$ cat config.mk
export PLATFORM = sky130hd
export DESIGN_NAME = atr_table_readout
export DESIGN_NICKNAME = d
export VERILOG_FILES = /design/src/atr_pkg.sv /design/src/atr_entry_decode.sv /design/src/atr_table_readout.sv
export SDC_FILE = /design/constraint.sdc
export NUM_CORES = 1
export LEC_CHECK = 0
export BUFFER_PORTS_ARGS = -buffer_cell sky130_fd_sc_hd__buf_2
export CAP_MARGIN = 20
export CORE_MARGIN = 5
export CORE_UTILIZATION = 44
export DETAILED_ROUTE_END_ITERATION = 8
export PLACE_DENSITY = 0.76
export SLEW_MARGIN = 20
export SYNTH_ARGS = -nofsm -noshare
export SYNTH_HDL_FRONTEND = slang
export SYNTH_HIERARCHICAL = 1
export SYNTH_SLANG_ARGS = --single-unit
export TNS_END_PERCENT = 10
$ cat constraint.sdc
create_clock -name clk_sys -period 1.7 [get_ports clk_sys]
set_input_delay 0.255 -clock clk_sys [delete_from_list [all_inputs] [get_ports clk_sys]]
set_output_delay 0.255 -clock clk_sys [all_outputs]
set_load 0.05 [all_outputs]
$ cat src/atr_pkg.sv
// constants and types for the table entry readout block
// assumes one clock domain and a plain word-wide register port
// Summary of operation
// RULE1: low word holds first 32 MAC bits
// RULE2: high word holds attributes and last MAC bits
// RULE3: words load only through scan commands
// RULE4: software trusts words only when valid/end set
// RULE5: end bit 27 set when scan ends
// RULE6: valid bit 26 cleared by scan command
// RULE7: valid set on found entry, else clear
// RULE8: non-static bit 25 is aging timer msb
// RULE9: static bit 25 overrides port state, not disabled
// RULE10: bit 24 exempts entry from aging removal
// RULE11: non-static bit 23 is aging timer lsb
// RULE12: static with bit 23 discards matching packets
// RULE13: bit 22 enables entry priority field
// RULE14: bits 21:19 priority, needs both enables
// RULE15: bits 18:16 encode associated port set
// RULE16: bits 15:0 hold last 16 MAC bits
// RULE17: scan position kept; first restarts, next resumes
package atr_pkg;
  localparam int ADDR_W = 16;
  localparam logic [ADDR_W-1:0] ADDR_RD_LOW = 16'h1805;
  localparam logic [ADDR_W-1:0] ADDR_RD_HIGH = 16'h1806;
  localparam logic [ADDR_W-1:0] ADDR_CMD = 16'h1807;
  localparam logic [ADDR_W-1:0] ADDR_IRQ_STS = 16'h1810;
  localparam logic [ADDR_W-1:0] ADDR_IRQ_MSK = 16'h1811;
  localparam logic [ADDR_W-1:0] ADDR_CFG = 16'h1812;
  localparam int CMD_NEXT_BIT = 0;
  localparam int CMD_FIRST_BIT = 1;
  localparam int CMD_BUSY_BIT = 2;
  localparam int HI_EOT_BIT = 27;
  localparam int HI_VALID_BIT = 26;
  localparam int HI_ATTR_W = 26;
  localparam int IRQ_W = 2;
  localparam int IRQ_FOUND_BIT = 0;
  localparam int IRQ_EOT_BIT = 1;
  localparam int CFG_DAPRIO_BIT = 0;
  localparam logic [31:0] RD_LOW_RST = 32'h0000_0000;
  localparam logic [HI_ATTR_W-1:0] RD_HIGH_RST = 26'h000_0000;
  localparam logic [IRQ_W-1:0] IRQ_MSK_RST = 2'h0;
  localparam logic CFG_DAPRIO_RST = 1'b0;
  localparam int TBL_DEPTH_DEF = 512;

  typedef enum logic [1:0] {ST_IDLE, ST_WAIT, ST_CHECK} atr_state_t;

  // one table entry as the lookup table returns it
  typedef struct packed {
    logic used;
    logic age1Ovr;
    logic isStatic;
    logic age0Flt;
    logic prioEn;
    logic [2:0] prio;
    logic [2:0] portCode;
    logic [15:0] macHi;
    logic [31:0] macLo;
  } atr_entry_t;

  typedef struct packed {
    logic [ADDR_W-1:0] addr;
    logic [31:0] wdata;
    logic wr;
    logic rd;
  } atr_bus_req_t;

  // forwarding view of one entry
  typedef struct packed {
    logic ageExempt;
    logic [1:0] ageTimer;
    logic override;
    logic discard;
    logic prioValid;
    logic [2:0] prio;
    logic [2:0] fwdMask;
  } atr_policy_t;
endpackage

$ cat src/atr_entry_decode.sv
// decodes one table entry into its forwarding policy
// assumes port state inputs are on the same clock as the caller
`timescale 1ns/10ps
module atr_entry_decode
  import atr_pkg::*;
(
  input atr_entry_t entry,
  input wire logic daPrioEn,
  input wire logic [2:0] portDisabled,
  input wire logic [2:0] portForwarding,
  output atr_policy_t policy
);
  logic [2:0] portMask;

  always_comb begin
    case (entry.portCode) // see RULE15
      3'b000: portMask = 3'b001;
      3'b001: portMask = 3'b010;
      3'b010: portMask = 3'b100;
      3'b100: portMask = 3'b011;
      3'b101: portMask = 3'b101;
      3'b110: portMask = 3'b110;
      3'b111: portMask = 3'b111;
      default: portMask = 3'b000; // reserved code forwards nowhere
    endcase
    policy.ageExempt = entry.isStatic; // see RULE10
    policy.ageTimer = entry.isStatic ? 2'b00 : {entry.age1Ovr, entry.age0Flt}; // see RULE8 RULE11
    policy.override = entry.isStatic & entry.age1Ovr; // see RULE9
    policy.discard = entry.isStatic & entry.age0Flt; // see RULE12
    policy.prioValid = entry.prioEn & daPrioEn; // see RULE13 RULE14
    policy.prio = entry.prio;
    if (policy.discard) begin
      policy.fwdMask = 3'b000;
    end else if (policy.override) begin
      policy.fwdMask = portMask & ~portDisabled; // see RULE9
    end else begin
      policy.fwdMask = portMask & portForwarding & ~portDisabled;
    end
  end
endmodule

$ cat src/atr_table_readout.sv
// register bank that scans the lookup table and reads entries back
// assumes the table answers a read one cycle after tblRdEn
//
// Local design decision: the address-and-strobe port.
`timescale 1ns/10ps
module atr_table_readout
  import atr_pkg::*;
#(
  parameter int TBL_DEPTH = TBL_DEPTH_DEF
) (
  input wire logic clk_sys,
  input wire logic arst_n,
  input atr_bus_req_t regReq,
  output logic [31:0] rdData,
  output logic irq,
  output logic tblRdEn,
  output logic [$clog2(TBL_DEPTH)-1:0] tblRdAddr,
  input atr_entry_t tblRdData,
  input wire logic lkHit,
  input atr_entry_t lkEntry,
  input wire logic [2:0] portDisabled,
  input wire logic [2:0] portForwarding,
  output logic polValid,
  output atr_policy_t policy
);
  localparam int IDXW = $clog2(TBL_DEPTH);
  localparam int POSW = IDXW + 1;
  localparam logic [POSW-1:0] END_POS = POSW'(TBL_DEPTH);
  localparam logic [POSW-1:0] LAST_POS = POSW'(TBL_DEPTH - 1);

  typedef struct packed {
    atr_state_t state;
    logic [POSW-1:0] pos;
    logic [31:0] rdLo;
    logic [HI_ATTR_W-1:0] rdHiAttr;
    logic valid;
    logic eot;
    logic [IRQ_W-1:0] sts;
    logic [IRQ_W-1:0] msk;
    logic daPrio;
    logic [31:0] rdData;
    logic irq;
    logic tblEn;
    logic [IDXW-1:0] tblAddr;
    logic polValid;
    atr_policy_t pol;
  } atr_ro_state_t;

  atr_ro_state_t st_r;
  atr_ro_state_t st_nxt;
  atr_policy_t lkPol;
  logic cmdWr;
  logic scanFirst;
  logic scanGo;
  logic foundEv;
  logic eotEv;
  logic [POSW-1:0] startPos;
  logic [POSW-1:0] posInc;
  logic [IRQ_W-1:0] stsClr;
  logic [31:0] rdHigh;

  atr_entry_decode u_dec (
    .entry(lkEntry),
    .daPrioEn(st_r.daPrio),
    .portDisabled(portDisabled),
    .portForwarding(portForwarding),
    .policy(lkPol)
  );

  always_comb begin
    st_nxt = st_r;
    st_nxt.tblEn = 1'b0;
    foundEv = 1'b0;
    eotEv = 1'b0;
    // commands during a scan are dropped; software polls the busy bit
    cmdWr = regReq.wr && (regReq.addr == ADDR_CMD) && (st_r.state == ST_IDLE);
    scanFirst = cmdWr && regReq.wdata[CMD_FIRST_BIT];
    scanGo = scanFirst || (cmdWr && regReq.wdata[CMD_NEXT_BIT]);
    startPos = scanFirst ? '0 : st_r.pos; // see RULE17
    posInc = st_r.pos + 1'b1;
    case (st_r.state)
      ST_IDLE: begin
        if (scanGo) begin
          st_nxt.valid = 1'b0; // see RULE6
          st_nxt.eot = 1'b0;
          if (startPos >= END_POS) begin
            // resumed past the last slot: nothing left to return
            st_nxt.eot = 1'b1; // see RULE5
            eotEv = 1'b1;
          end else begin
            st_nxt.pos = startPos;
            st_nxt.tblEn = 1'b1;
            st_nxt.tblAddr = startPos[IDXW-1:0];
            st_nxt.state = ST_WAIT;
          end
        end
      end
      ST_WAIT: begin
        st_nxt.state = ST_CHECK;
      end
      ST_CHECK: begin
        if (tblRdData.used) begin
          st_nxt.rdLo = tblRdData.macLo; // see RULE1 RULE3
          st_nxt.rdHiAttr = {tblRdData.age1Ovr, tblRdData.isStatic, tblRdData.age0Flt,
            tblRdData.prioEn, tblRdData.prio, tblRdData.portCode,
            tblRdData.macHi}; // see RULE2 RULE16
          st_nxt.valid = 1'b1; // see RULE7
          foundEv = 1'b1;
          st_nxt.pos = posInc; // see RULE17
          if (st_r.pos == LAST_POS) begin
            st_nxt.eot = 1'b1; // see RULE5
            eotEv = 1'b1;
          end
          st_nxt.state = ST_IDLE;
        end else if (st_r.pos == LAST_POS) begin
          st_nxt.eot = 1'b1; // see RULE5 RULE7
          eotEv = 1'b1;
          st_nxt.pos = END_POS;
          st_nxt.state = ST_IDLE;
        end else begin
          st_nxt.pos = posInc;
          st_nxt.tblEn = 1'b1;
          st_nxt.tblAddr = posInc[IDXW-1:0];
          st_nxt.state = ST_WAIT;
        end
      end
      default: begin
        st_nxt.state = ST_IDLE;
      end
    endcase

    // sticky events, write one to clear; a new event wins over the clear
    stsClr = '0;
    if (regReq.wr && (regReq.addr == ADDR_IRQ_STS)) begin
      stsClr = regReq.wdata[IRQ_W-1:0];
    end
    st_nxt.sts = st_r.sts & ~stsClr;
    st_nxt.sts[IRQ_FOUND_BIT] = st_nxt.sts[IRQ_FOUND_BIT] | foundEv;
    st_nxt.sts[IRQ_EOT_BIT] = st_nxt.sts[IRQ_EOT_BIT] | eotEv;
    if (regReq.wr && (regReq.addr == ADDR_IRQ_MSK)) begin
      st_nxt.msk = regReq.wdata[IRQ_W-1:0];
    end
    if (regReq.wr && (regReq.addr == ADDR_CFG)) begin
      st_nxt.daPrio = regReq.wdata[CFG_DAPRIO_BIT];
    end
    st_nxt.irq = |(st_nxt.sts & st_nxt.msk);

    // lookup answers registered so the outputs come from flops
    st_nxt.polValid = lkHit;
    st_nxt.pol = lkHit ? lkPol : st_r.pol;

    rdHigh = {4'h0, st_r.eot, st_r.valid, st_r.rdHiAttr}; // see RULE2
    st_nxt.rdData = '0;
    if (regReq.rd) begin
      case (regReq.addr)
        ADDR_RD_LOW: st_nxt.rdData = st_r.rdLo; // see RULE1
        ADDR_RD_HIGH: st_nxt.rdData = rdHigh;
        ADDR_CMD: st_nxt.rdData[CMD_BUSY_BIT] = (st_r.state != ST_IDLE);
        ADDR_IRQ_STS: st_nxt.rdData[IRQ_W-1:0] = st_r.sts;
        ADDR_IRQ_MSK: st_nxt.rdData[IRQ_W-1:0] = st_r.msk;
        ADDR_CFG: st_nxt.rdData[CFG_DAPRIO_BIT] = st_r.daPrio;
        default: st_nxt.rdData = '0;
      endcase
    end
  end

  always_ff @(posedge clk_sys or negedge arst_n) begin
    if (!arst_n) begin
      st_r.state <= ST_IDLE;
      st_r.pos <= '0;
      st_r.rdLo <= RD_LOW_RST;
      st_r.rdHiAttr <= RD_HIGH_RST;
      st_r.valid <= 1'b0;
      st_r.eot <= 1'b0;
      st_r.sts <= '0;
      st_r.msk <= IRQ_MSK_RST;
      st_r.daPrio <= CFG_DAPRIO_RST;
      st_r.rdData <= '0;
      st_r.irq <= 1'b0;
      st_r.tblEn <= 1'b0;
      st_r.tblAddr <= '0;
      st_r.polValid <= 1'b0;
      st_r.pol <= '0;
    end else begin
      st_r <= st_nxt;
    end
  end

  assign rdData = st_r.rdData;
  assign irq = st_r.irq;
  assign tblRdEn = st_r.tblEn;
  assign tblRdAddr = st_r.tblAddr;
  assign polValid = st_r.polValid;
  assign policy = st_r.pol;
endmodule

Yosys cells after proc, flatten, opt, wreduce, memory -nomap -nowiden
Index checks and enable logic that the tools add are counted.
- register bits after elaboration: 133
- bits of input ports: 177
- output and inout bits: 56
- add/sub/neg operators: 1
- $lt $le $gt $ge: 1
- equality and inequality tests: 21
- multiplexer cells: 33
- bitwise operators: 12
- reduce and logical (&&, ||, !) cells: 19
- operator list (kind ; number):
    16-bit by 13-bit == test with 1-bit output, second input constant ; 6
    29-bit case mux with 2 select lines ; 1
    10-bit two-way mux ; 5
    10-bit case mux with 2 select lines ; 2
    12-bit two-way mux ; 3
    32-bit two-way mux ; 1
    3-bit case mux with 7 select lines ; 1
    3-bit == test, second input constant ; 4
    2-bit inequality test, second input constant ; 6
    11-bit two-way mux ; 1
    10-bit by 1-bit adder with 10-bit output, second input constant ; 1
    10-bit by 9-bit == test with 1-bit output, second input constant ; 1
    10-bit >= comparator, second input constant ; 1
    3-bit AND ; 3
    3-bit AND reduction ; 3
    2-bit two-way mux ; 4
    1-bit logical AND ; 7
    1-bit two-way mux ; 7
    3-bit two-way mux ; 2
    2-bit case mux with 3 select lines ; 1
    1-bit case mux with 5 select lines ; 1
    5-bit AND reduction ; 1
    2-bit AND ; 2
    1-bit case mux with 4 select lines ; 1
    17 further kinds ; 22

Depth between registers and ports, before layout
Gate-level depths: netlist of the first run.
- word-level depth: 12
- gate-level depth with buffers: 7

Cells and area by module
The synthesis of the first run kept the hierarchy.
- by module, submodules not included (module ; instances ; cells each ; area each (um^2) ; seq. area each (um^2)):
    atr_table_readout ; 1 ; 468 ; 5913.2 ; 3328.2
    atr_entry_decode ; 1 ; 20 ; 133.9 ; 0.0

Least setup slack after synthesis of the first run
Ideal clock, no wire load.
- path kind: input -> register
- start point: in regReq[40] (netlist name)
- end point: reg irq (netlist name)
- data arrival time: 1.618 ns
- data required time: 1.582 ns
- slack: -0.036 ns
- cell stages on the path: 6
- cells stage by stage: nor4_1 and3_1 buf_4 and4_4 mux2_2 a2bb2o_4
- RTL lines (what ; line ; source):
    start, declared ; atr_table_readout.sv:13 ; input atr_bus_req_t regReq,

Worst setup path after layout of the first run
- start point: reg st_r[131] (netlist name)
- end point: reg st_r[128] (netlist name)
- cells in the longest elaborated chain, start to end: 7
- ends and longest elaborated chain (what ; line ; source):
    start, declared ; atr_table_readout.sv:49 ; atr_ro_state_t st_r;
    start signal, assigned ; atr_table_readout.sv:185 ; st_r <= st_nxt;
    2-bit logical NOT ; atr_table_readout.sv:76, atr_table_readout.sv:81 ;
    1-bit logical AND ; atr_table_readout.sv:76 ; cmdWr = regReq.wr && (regReq.addr == ADDR_CMD) && (st_r.state == ST_IDLE);
    1-bit logical AND ; atr_table_readout.sv:77 ; scanFirst = cmdWr && regReq.wdata[CMD_FIRST_BIT];
    10-bit two-way mux ; atr_table_readout.sv:79 ; startPos = scanFirst ? '0 : st_r.pos;
    10-bit >= comparator / 12-bit two-way mux (equally long branches) ; atr_table_readout.sv:86 ; if (startPos >= END_POS) begin
    2-bit inequality test (no line) / 12-bit two-way mux (equally long branches) ; -- ;
    3-bit AND reduction (no line) / 10-bit case mux with 2 select lines (equally long branches) ; -- ;
Several ways; a longest one is shown, not always the timed one. The select of a mux whose other input is x is not followed.
A chain may end at the register's enable or synchronous reset.

==> results of run 1 <==
[power groups by stage]
stage | logic (mW) | clock network (mW) | registers [mW]
2_1_floorplan | 0.210 | 0 | 3.26
3_5_place_dp | 0.421 | 0 | 3.26
6_report | 0.418 | 3.42 | 3.21
3_3_place_gp | 0.409 | 0 | 3.26
5_1_grt | 0.457 | 3.66 | 3.21
4_1_cts | 0.425 | 3.49 | 3.21
[what timing repair did]
| action | 4_1_cts | 5_1_grt |
|---|---|---|
| pin swaps | 0 | 10 |
| buffers inserted | 1 | 3 |
| hold endpoints to repair | 46 | 0 |
| resized for setup | 2 | 21 |
| endpoints found under the setup margin | 12 | 17 |
| cloned | 0 | 1 |
| hold buffers | 1 | 0 |
[worst max-delay path, stage by stage (launching register included)]
cell,delay (ps)
dfrtp_1,390
buf_6,130
nor4_4,410
buf_4,210
a31oi_4,170
o21ai_1,170
o31ai_1,80
[metrics by stage]
| stage | area, µm² | util | worst slack [ps] |
|---|---|---|---|
| after global routing | 7570 | 0.567 | -86.7 |
| after floorplan | 6060 | - | -5.57 |
| final | 7570 | 0.567 | 0.780 |
| after global placement | 6870 | 0.515 | -119 |
| after detailed placement | 6870 | 0.515 | -202 |
| after CTS | 7470 | 0.560 | -53.5 |
[layer usage]
layer	GRT usage	wire, µm	vias up	share of wire
li1	-	-	1968	-
met1	0.206	5620	2055	0.43
met2	0.276	6720	134	0.51
met3	0.0384	650	18	0.049
met4	0.0700	229	0	0.017
met5	0	0	-	0
[cell type report]
type | count | area (µm²) | share of cell area
timing repair buffer | 201 | 1220 | 0.161
inverter | 6 | 22.5 | 0.00297
clock inverter | 11 | 103 | 0.0136
tap | 176 | 220 | 0.0291
clock buffer | 21 | 460 | 0.0608
multi-input combinational | 267 | 2220 | 0.293
sequential | 133 | 3330 | 0.440
[cell usage in the layout (no fill, tap or decap), types with 2 or more instances in the layout]
cell / n
buf_2: 153
dfrtp_1: 133
mux2_2: 72
buf_4: 37
a22o_1: 26
nor2_1: 24
nand2_1: 21
clkbuf_16: 17
o21ai_0: 10
nor2b_1: 9
a21oi_1: 9
o21ai_1: 9
and2_1: 7
inv_1: 6
clkinvlp_4: 6
buf_12: 6
nand4_1: 5
nand3_1: 5
nor4_1: 4
a22oi_1: 4
o31ai_1: 4
buf_6: 4
and3_1: 3
mux2i_1: 3
a31oi_4: 3
o21ai_2: 3
o311ai_2: 3
nand2_2: 2
nor3_4: 2
nor3b_1: 2
a21o_1: 2
and4_1: 2
a31oi_1: 2
and2b_1: 2
clkbuf_1: 2
clkinv_2: 2
clkbuf_8: 2
[worst paths after layout]
| path | startpoint | endpoint | slack (ps) |
|---|---|---|---|
| max in group asynchronous | arst_n | rdHigh[13] | 710 |
| max reg2reg | st_r[131] | st_r[128] | 0.8 |
| max | st_r[131] | st_r[128] | 0.8 |
| min | tblRdData[41] | rdHigh[9] | 70 |
| min in group asynchronous | arst_n | tblRdAddr[1] | 350 |
| min reg2reg | tblRdAddr[3] | tblRdAddr[3] | 480 |
[cell families (layout without fill, tap and decap cells)]
logic type,Yosys count,in the layout,synth area share
mux,76,76,0.141
fa+ha+maj,1,1,0.00207
compound gates,87,87,0.111
flops,133,133,0.550
simple gates,101,101,0.0954
buf+inv,88,239,0.0977
xor+xnor,2,2,0.00290
[registers in the layout, summed over array words and instances, names as in the netlist]
| name | flops |
|---|---|
| irq | 1 |
| polValid | 1 |
| policy | 12 |
| rdData | 32 |
| rdHigh | 28 |
| st_r | 49 |
| tblRdAddr | 9 |
| tblRdEn | 1 |
==> out/qor.yml, run 1 <==
power:
  peakVddDrop_uv: 587
  power_frac_seq: 0.455
  powerDensity_nw_per_um2: 930
  p_sw_frac: 0.228
  fin_total_pwr_mw: 7.04
  leakagePower_nw: 3.95
  clkPwrFrac: 0.485
  intPower_mw: 5.44
  comb_power_share: 0.059
  power_switching_mw: 1.60
setup_path:
  critPathCaptureType: "flip-flop"
  start_kind: "flip-flop"
  required_ps: 1990
  worstPathArrival_ps: 1980
  rr_worst_depth: 6
  path_max_fanout: 8
  critPathKind: "reg2reg"
run:
  cap_viol_max_count: 0
clocking:
  clkTransAtPathRegs_ps: 60
  clk-insertion-delay-late_ps: 410
  ctsHtreeMaxLevel: 4
  clockRootBuffer: "clkbuf_16"
  clock_sinks: 133
  numCtsBuffers: 17
  cts_tree: "built"
  clock_path_buffers: 2
synth:
  yosysWarnings: 6
  yosysTopAreaCell: "dfrtp_1"
  ys_seq_area_frac: 0.550
  synthTopCellsByArea: "dfrtp_1, mux2_2, buf_4"
  ys_ff_latch: 133
  synth_ff_type: "dfrtp_1"
  synth_commonest_cells: "dfrtp_1, mux2_2, buf_4"
  yosysMostFrequentCell: "dfrtp_1"
  async_flop_share: 1.00
  synth-edff-count: 0
  synth_cell_types: 58
  synth_cells: 488
  synth_nets: 666
  netlist_area_um2: 6050
  syn_area_per_cell_um2: 12.4
  synth_top_area_frac: 0.550
timing:
  max_freq_ghz: 0.589
  setup_viol: 0
  setup_tns_ps: 0
  hold-worst-slack_ps: 74.5
  period_share: 1.00
  rsz0062_at_grt: "yes"
  max_slew_margin: 0.697
  min_period_ps: 1700
  skew_ps: 5.64
  timing_hold_violations_final: 0
  tightest_slew_ps: 455
  maxSlewViolCount: 0
detailed_routing:
  avgViaCountPerCell: 5.12
  initialDrtViolationCount: 251
  first_pass_iters: 4
  avgRoutedWirePerCell_um: 16.2
  antenna_left: 0
  drc_errors: 0
  drt-total-wl_mm: 13.2
  via_count: 4175
floorplanning:
  core_um2: 13300
  dieArea_um2: 16200
  die_y_um: 127
  row_count: 42
  start_util: 0.453
  die_w_um: 127
  ioPinCount: 233
min_path:
  min_path_type: "in2reg"
  hold_depth: 2
final_layout:
  num_antenna_cells: 0
  finalNonFillerCells: 815
  fillers: 1134
  syn2layout_area_growth_pct: 25.2
  layout.nets: 804
  drive_gt1_frac: 0.513
place:
  dpl.hpwl_mm: 9.64
  place_inst: 777
  gp_congestion: 0.903
  numPortBuffers: 153
status:
  outcome: "complete, no violations"
grt:
  antenna_found_initial: 0
  grt_max_degree: 49
  overflow: 0
  grt_pass1_vias: 4343
  grt_pass1_wl_mm: 21.5
  grtUsageTotal: 0.165
Power figures use the tool's default switching activity.
==> run 2, diff against run 1 <==
ABC_AREA = 1   (was default)
CELL_PAD_IN_SITES_DETAIL_PLACEMENT = 2   (was default)
CELL_PAD_IN_SITES_GLOBAL_PLACEMENT = 2   (was default)
CORE_UTILIZATION = 27   (was 44)
PLACE_DENSITY = 0.77   (was 0.76)
==> out/qor.yml, run 2 <==
setup_path:
  worstPathArrival_ps: 1920  # -60 ps
  start_kind: "flip-flop"
  crit_path_start: "st_r[121]"
  r2r-start: "st_r[121]"
  critPathKind: "reg2reg"
  path_max_fanout: 12  # +4
  critPathCaptureType: "flip-flop"
  required_ps: 2050  # +60 ps
timing:
  timing_hold_violations_final: 0  # unchanged
  period_share: 0.924  # -0.0755
  tightest_slew_ps: 388  # -66.6 ps
  skew_ps: 12.7  # +7.08 ps
  rsz0062_at_grt: "no"
  min_period_ps: 1570  # -128 ps
  postLayoutSetupSlackWorst_ps: 129  # +128 ps
  setup_viol: 0  # unchanged
  max_slew_margin: 0.741  # +0.0444
  maxSlewViolCount: 0  # unchanged
  max_freq_ghz: 0.637  # +8.2%
synth:
  synth_top_family_by_area: "simple AND/OR/NAND/NOR gates"
  synth_commonest_cells: "dfrtp_1, nand2_1, mux2_2"
  synth_xor_area_frac: 0.00681  # +0.00391
  synthSimpleGateAreaFrac: 0.184  # +0.0884
  syn_area_per_cell_um2: 10.3  # -17%
  synth-compound-area-share: 0.0539  # -0.0568
  ys_seq_area_frac: 0.517  # -0.0331
  synth_cell_types: 42  # -28%
  post_synth_fa_ha_maj_area_fraction: 0.00194  # -0.000124
  synth_top_area_frac: 0.517  # -0.0331
  muxShareOfSynthArea: 0.116  # -0.0254
  async_flop_share: 1.00  # unchanged
  netlist_area_um2: 6430  # +6.4%
  synth_nets: 805  # +21%
  synth-edff-count: 0  # unchanged
  yosysWarnings: 6  # unchanged
  synth_ff_type: "dfrtp_1"
  ys_ff_latch: 133  # unchanged
  synth_cells: 627  # +28%
  synthTopCellsByArea: "dfrtp_1, mux2_2, buf_4"
  yosysTopAreaCell: "dfrtp_1"
  yosysMostFrequentCell: "dfrtp_1"
grt:
  antenna_found_initial: 3  # +3
  grtUsageTotal: 0.145  # -0.0206
  grt_max_degree: 39  # -20%
  grt_pass1_vias: 5531  # +27%
  grt_pass1_wl_mm: 30.1  # +40%
  overflow: 0  # unchanged
power:
  comb_power_share: 0.064  # +0.005
  peakVddDrop_uv: 445  # -24%
  fin_total_pwr_mw: 7.06  # +0.31%
  leakagePower_nw: 4.19  # +6.1%
  power_frac_seq: 0.453  # -0.002
  powerDensity_nw_per_um2: 888  # -4.5%
  intPower_mw: 5.36  # -1.4%
  power_switching_mw: 1.70  # +6.0%
  clkPwrFrac: 0.483  # -0.002
  p_sw_frac: 0.241  # +0.0130
clocking:
  clock_path_buffers: 2  # unchanged
  clock_sinks: 133  # unchanged
  ctsHtreeMaxLevel: 4  # unchanged
  clk-insertion-delay-late_ps: 420  # about the same
  clockRootBuffer: "clkbuf_16"
  cts_tree: "built"
  clkTransAtPathRegs_ps: 60  # about the same
  numCtsBuffers: 17  # unchanged
place:
  dpl.hpwl_mm: 14.1  # +46%
  pre_cts_ws_ps: -29.2  # +173 ps
  numPortBuffers: 153  # unchanged
  gp_congestion: 0.800  # -11%
  place_inst: 1061  # +37%
detailed_routing:
  first_pass_iters: 4  # unchanged
  avgViaCountPerCell: 4.43  # -14%
  drt-total-wl_mm: 18.9  # +43%
  via_count: 4847  # +16%
  avgRoutedWirePerCell_um: 17.2  # +6.3%
  antenna_left: 0  # unchanged
  drc_errors: 0  # unchanged
  initialDrtViolationCount: 139  # -45%
final_layout:
  finalNonFillerCells: 1095  # +34%
  largest_reg_flops: 49  # unchanged
  mostFrequentLayoutCell: "buf_2"
  drive_gt1_frac: 0.454  # -0.0591
  layout.nets: 940  # +17%
  final_cell_mix: "buf_2, dfrtp_1, nand2_1"
  largest_register: "st_r"
  syn2layout_area_growth_pct: 23.6
floorplanning:
  core_um2: 23500  # +76%
  ioPinCount: 233  # unchanged
  start_util: 0.274  # -0.179
  die_w_um: 164  # +29%
  die_y_um: 164  # +29%
  dieArea_um2: 27000  # +67%
  row_count: 56  # +33%
min_path:
  worstHoldStart: "tblRdData[39]"
  min_path_type: "in2reg"
status:
  outcome: "complete, no violations"
run:
  cap_viol_max_count: 0  # unchanged
## run 2: changes by cell type after synthesis, moves of 6 or more
cell	change
nor2b_1	-10
nand2_1	+73
mux2_2	-7
buf_2	-7
nand2_2	+22
and2_1	-7
o21ai_1	-8
nand3_1	+49
inv_1	+35
nand4_1	+10
nor2_1	+17
a22o_1	-26
o21ai_0	+6
o21ai_2	+20
## run 2: layer usage
metal  global-route usage  vias up  share of wire
met2                0.256      114           0.52
li1                     -     2283              -
met1                0.174     2427           0.42
met4               0.0377        4          0.010
met5                    0        -         0.0018
met3               0.0384       19          0.044
## run 2: worst max-delay path, stage by stage (launching register included)
cell and delay, ps:
dfrtp_1 380, ha_1 210, nand2_1 60, nor2_1 50, nand3_1 120, nand3_2 130, buf_12 180, or2_2 270
nand3_1 90
## run 2: stage by stage
stage          hold WS, ps  TNS [ps]  cell area [µm²]   util
6_report              71.2         0             7950  0.339
5_1_grt               49.9         0             7950  0.339
4_1_cts               48.4         0             7950  0.339
3_5_place_dp           187     -29.2             7400  0.315
3_3_place_gp           185         0             7400  0.315
2_1_floorplan        -40.6         0             6430      -
## run 2: path summary, 6_finish.rpt
kind	end	slack, ps	cells past startpoint
worst min-delay path	rdHigh[7]	70	2
max in group asynchronous	rdData[2]	750	3
worst max-delay path	tblRdAddr[3]	130	8
worst min register to register	st_r[132]	420	1
min in group asynchronous	rdData[19]	300	2
worst max register to register	tblRdAddr[3]	130	8
## run 2: layout make-up
class / instances / area [µm²]
multi-input combinational: 371 / 2330
tap: 319 / 399
inverter: 44 / 170
clock inverter: 8 / 50.0
clock buffer: 24 / 492
timing repair buffer: 195 / 1180
fill: 2617 / 15500
antenna: 1 / 2.50
sequential: 133 / 3330
## run 2: what timing repair did
action                     CTS  global route
resized for setup            0             2
setup endpoints to repair    0            11
setup buffers                0             0
hold endpoints to repair    31             0
hold buffers                 1             0
## run 2: logic make-up after synthesis
| kind of cell | Yosys count |
|---|---|
| simple gates | 247 |
| fa+ha+maj | 1 |
| compound gates | 52 |
| buf+inv | 123 |
| mux | 66 |
| flops | 133 |
| xor+xnor | 5 |
## run 2: power by group through the flow
| stage | clock (mW) | combinational, mW | sequential [mW] |
|---|---|---|---|
| floorplan | 0 | 0.222 | 3.26 |
| global placement | 0 | 0.452 | 3.26 |
| detailed placement | 0 | 0.461 | 3.26 |
| CTS | 3.54 | 0.465 | 3.20 |
| global route | 3.70 | 0.500 | 3.20 |
| finish | 3.41 | 0.449 | 3.20 |
==> run 3, diff against run 2 <==
CTS_BUF_LIST = sky130_fd_sc_hd__clkbuf_16   (was default)
==> out/qor.yml, run 3 (synthesis gave the netlist of run 2 again) <==
status:
  outcome: "complete, no violations"
place:
  gp_congestion: 0.800  # unchanged
  numPortBuffers: 153  # unchanged
  dpl.hpwl_mm: 14.1  # unchanged
timing:
  max_freq_ghz: 0.637  # about the same
  maxSlewViolCount: 0  # unchanged
  setup_viol: 0  # unchanged
  min_period_ps: 1570  # -1.17 ps
  max_slew_margin: 0.744  # +0.00252
  period_share: 0.923  # about the same
  setup_tns_ps: 0  # unchanged
  rsz0062_at_grt: "no"
  tightest_slew_ps: 384  # -3.77 ps
  timing_hold_violations_final: 0  # unchanged
  skew_ps: 11.8  # -0.883 ps
detailed_routing:
  avgViaCountPerCell: 4.40  # -0.52%
  avgRoutedWirePerCell_um: 17.3  # +0.59%
  first_pass_iters: 4  # unchanged
  drc_errors: 0  # unchanged
  via_count: 4822  # -0.52%
  drt-total-wl_mm: 19.0  # +0.59%
  initialDrtViolationCount: 159  # +14%
  antenna_left: 0  # unchanged
floorplanning:
  dieArea_um2: 27000  # unchanged
  core_um2: 23500  # unchanged
  start_util: 0.274  # unchanged
  ioPinCount: 233  # unchanged
  row_count: 56  # unchanged
  die_y_um: 164  # unchanged
  die_w_um: 164  # unchanged
clocking:
  clock_path_buffers: 2  # unchanged
  cts_tree: "built"
  clock_sinks: 133  # unchanged
  clk-insertion-delay-late_ps: 420  # about the same
  clockRootBuffer: "clkbuf_16"
  clkTransAtPathRegs_ps: 60  # about the same
  numCtsBuffers: 17  # unchanged
  ctsHtreeMaxLevel: 4  # unchanged
setup_path:
  r2r-start: "st_r[121]"
  critPathCaptureType: "flip-flop"
  crit_path_start: "st_r[121]"
  critPathKind: "reg2reg"
  path_max_fanout: 12  # unchanged
  worstPathArrival_ps: 1920  # about the same
  required_ps: 2050  # about the same
  start_kind: "flip-flop"
final_layout:
  largest_register: "st_r"
  largest_reg_flops: 49  # unchanged
  final_cell_mix: "buf_2, dfrtp_1, nand2_1"
  final_util: 0.337  # -0.00171
  layout.nets: 940  # unchanged
  drive_gt1_frac: 0.449  # -0.00516
  mostFrequentLayoutCell: "buf_2"
  syn2layout_area_growth_pct: 23.0
  fillers: 2625  # +0.31%
power:
  powerDensity_nw_per_um2: 867  # -2.4%
  leakagePower_nw: 4.18  # -0.24%
  peakVddDrop_uv: 449  # +0.89%
grt:
  antenna_found_initial: 3  # unchanged
  grt_max_degree: 39  # unchanged
  grt_pass1_vias: 5536  # +0.090%
  grt_pass1_wl_mm: 30.4  # +0.82%
  grtUsageTotal: 0.146  # +0.00123
  overflow: 0  # unchanged
min_path:
  min_path_type: "in2reg"
  worstHoldStart: "tblRdData[0]"
run:
  cap_viol_max_count: 0  # unchanged
## run 3: changes by cell type in the layout (fill, tap and decap cells not counted)
cell,change
inv_1,+3
clkbuf_1,-3
clkinv_1,+4
clkbuf_8,-4
## run 3: metal layers
metal / GRT usage / wire length (µm) / share of wire
met5: 0 / 34 / 0.0018
met4: 0.0377 / 199 / 0.010
met3: 0.0389 / 847 / 0.045
met2: 0.258 / 9910 / 0.52
met1: 0.176 / 8000 / 0.42
## run 3: critical path, cell delays in order, from the launching register on
cell and delay [ps]:
dfrtp_1 380, ha_1 210, nand2_1 60, nor2_1 50, nand3_1 120, nand3_2 140
buf_12 180, or2_2 270, nand3_1 90
## run 3: final timing paths
kind	slack [ps]	endpoint	cells after the start
min in group asynchronous	300	rdData[19]	2
setup / recovery	130	tblRdAddr[3]	8
hold reg to reg	420	st_r[132]	1
max in group asynchronous	750	rdData[2]	3
setup reg to reg	130	tblRdAddr[3]	8
hold / removal	70	st_r[89]	2
## run 3: what timing repair did
| item | 4_1_cts | 5_1_grt |
|---|---|---|
| endpoints found under the hold margin | 31 | 0 |
| setup buffers | 0 | 0 |
| hold buffers | 1 | 0 |
| endpoints found under the setup margin | 0 | 11 |
| resized for setup | 0 | 2 |
## run 3: layout make-up
type | count | area, µm² | area share
diodes | 1 | 2.50 | 0.000316
clock buffers | 17 | 425 | 0.0538
clock inverters | 15 | 76.3 | 0.00965
inverters | 44 | 170 | 0.0215
multi-input cells | 371 | 2330 | 0.295
flip-flops and latches | 133 | 3330 | 0.421
well taps | 319 | 399 | 0.0504
repair buffers | 195 | 1180 | 0.149
## run 3: through the flow
step	total power, mW	hold slack [ps]	setup WS, ps	std cells	instance area, µm²
2_1_floorplan	3.48	-40.6	132	627	6430
3_3_place_gp	3.71	185	42.6	1061	7400
3_5_place_dp	3.72	187	-29.2	1061	7400
4_1_cts	7.00	47.6	98.1	1094	7910
5_1_grt	7.21	50.0	19.7	1095	7910
6_report	6.86	69.0	130	1095	7910
## run 3: power breakdown
group          total, mW  internal, mW  switching, mW  leakage [nW]
Combinational      0.450         0.161          0.290          2.13
Sequential          3.20          3.19         0.0117          1.79
Clock               3.21          1.81           1.39         0.260
Total               6.86          5.16           1.70          4.18
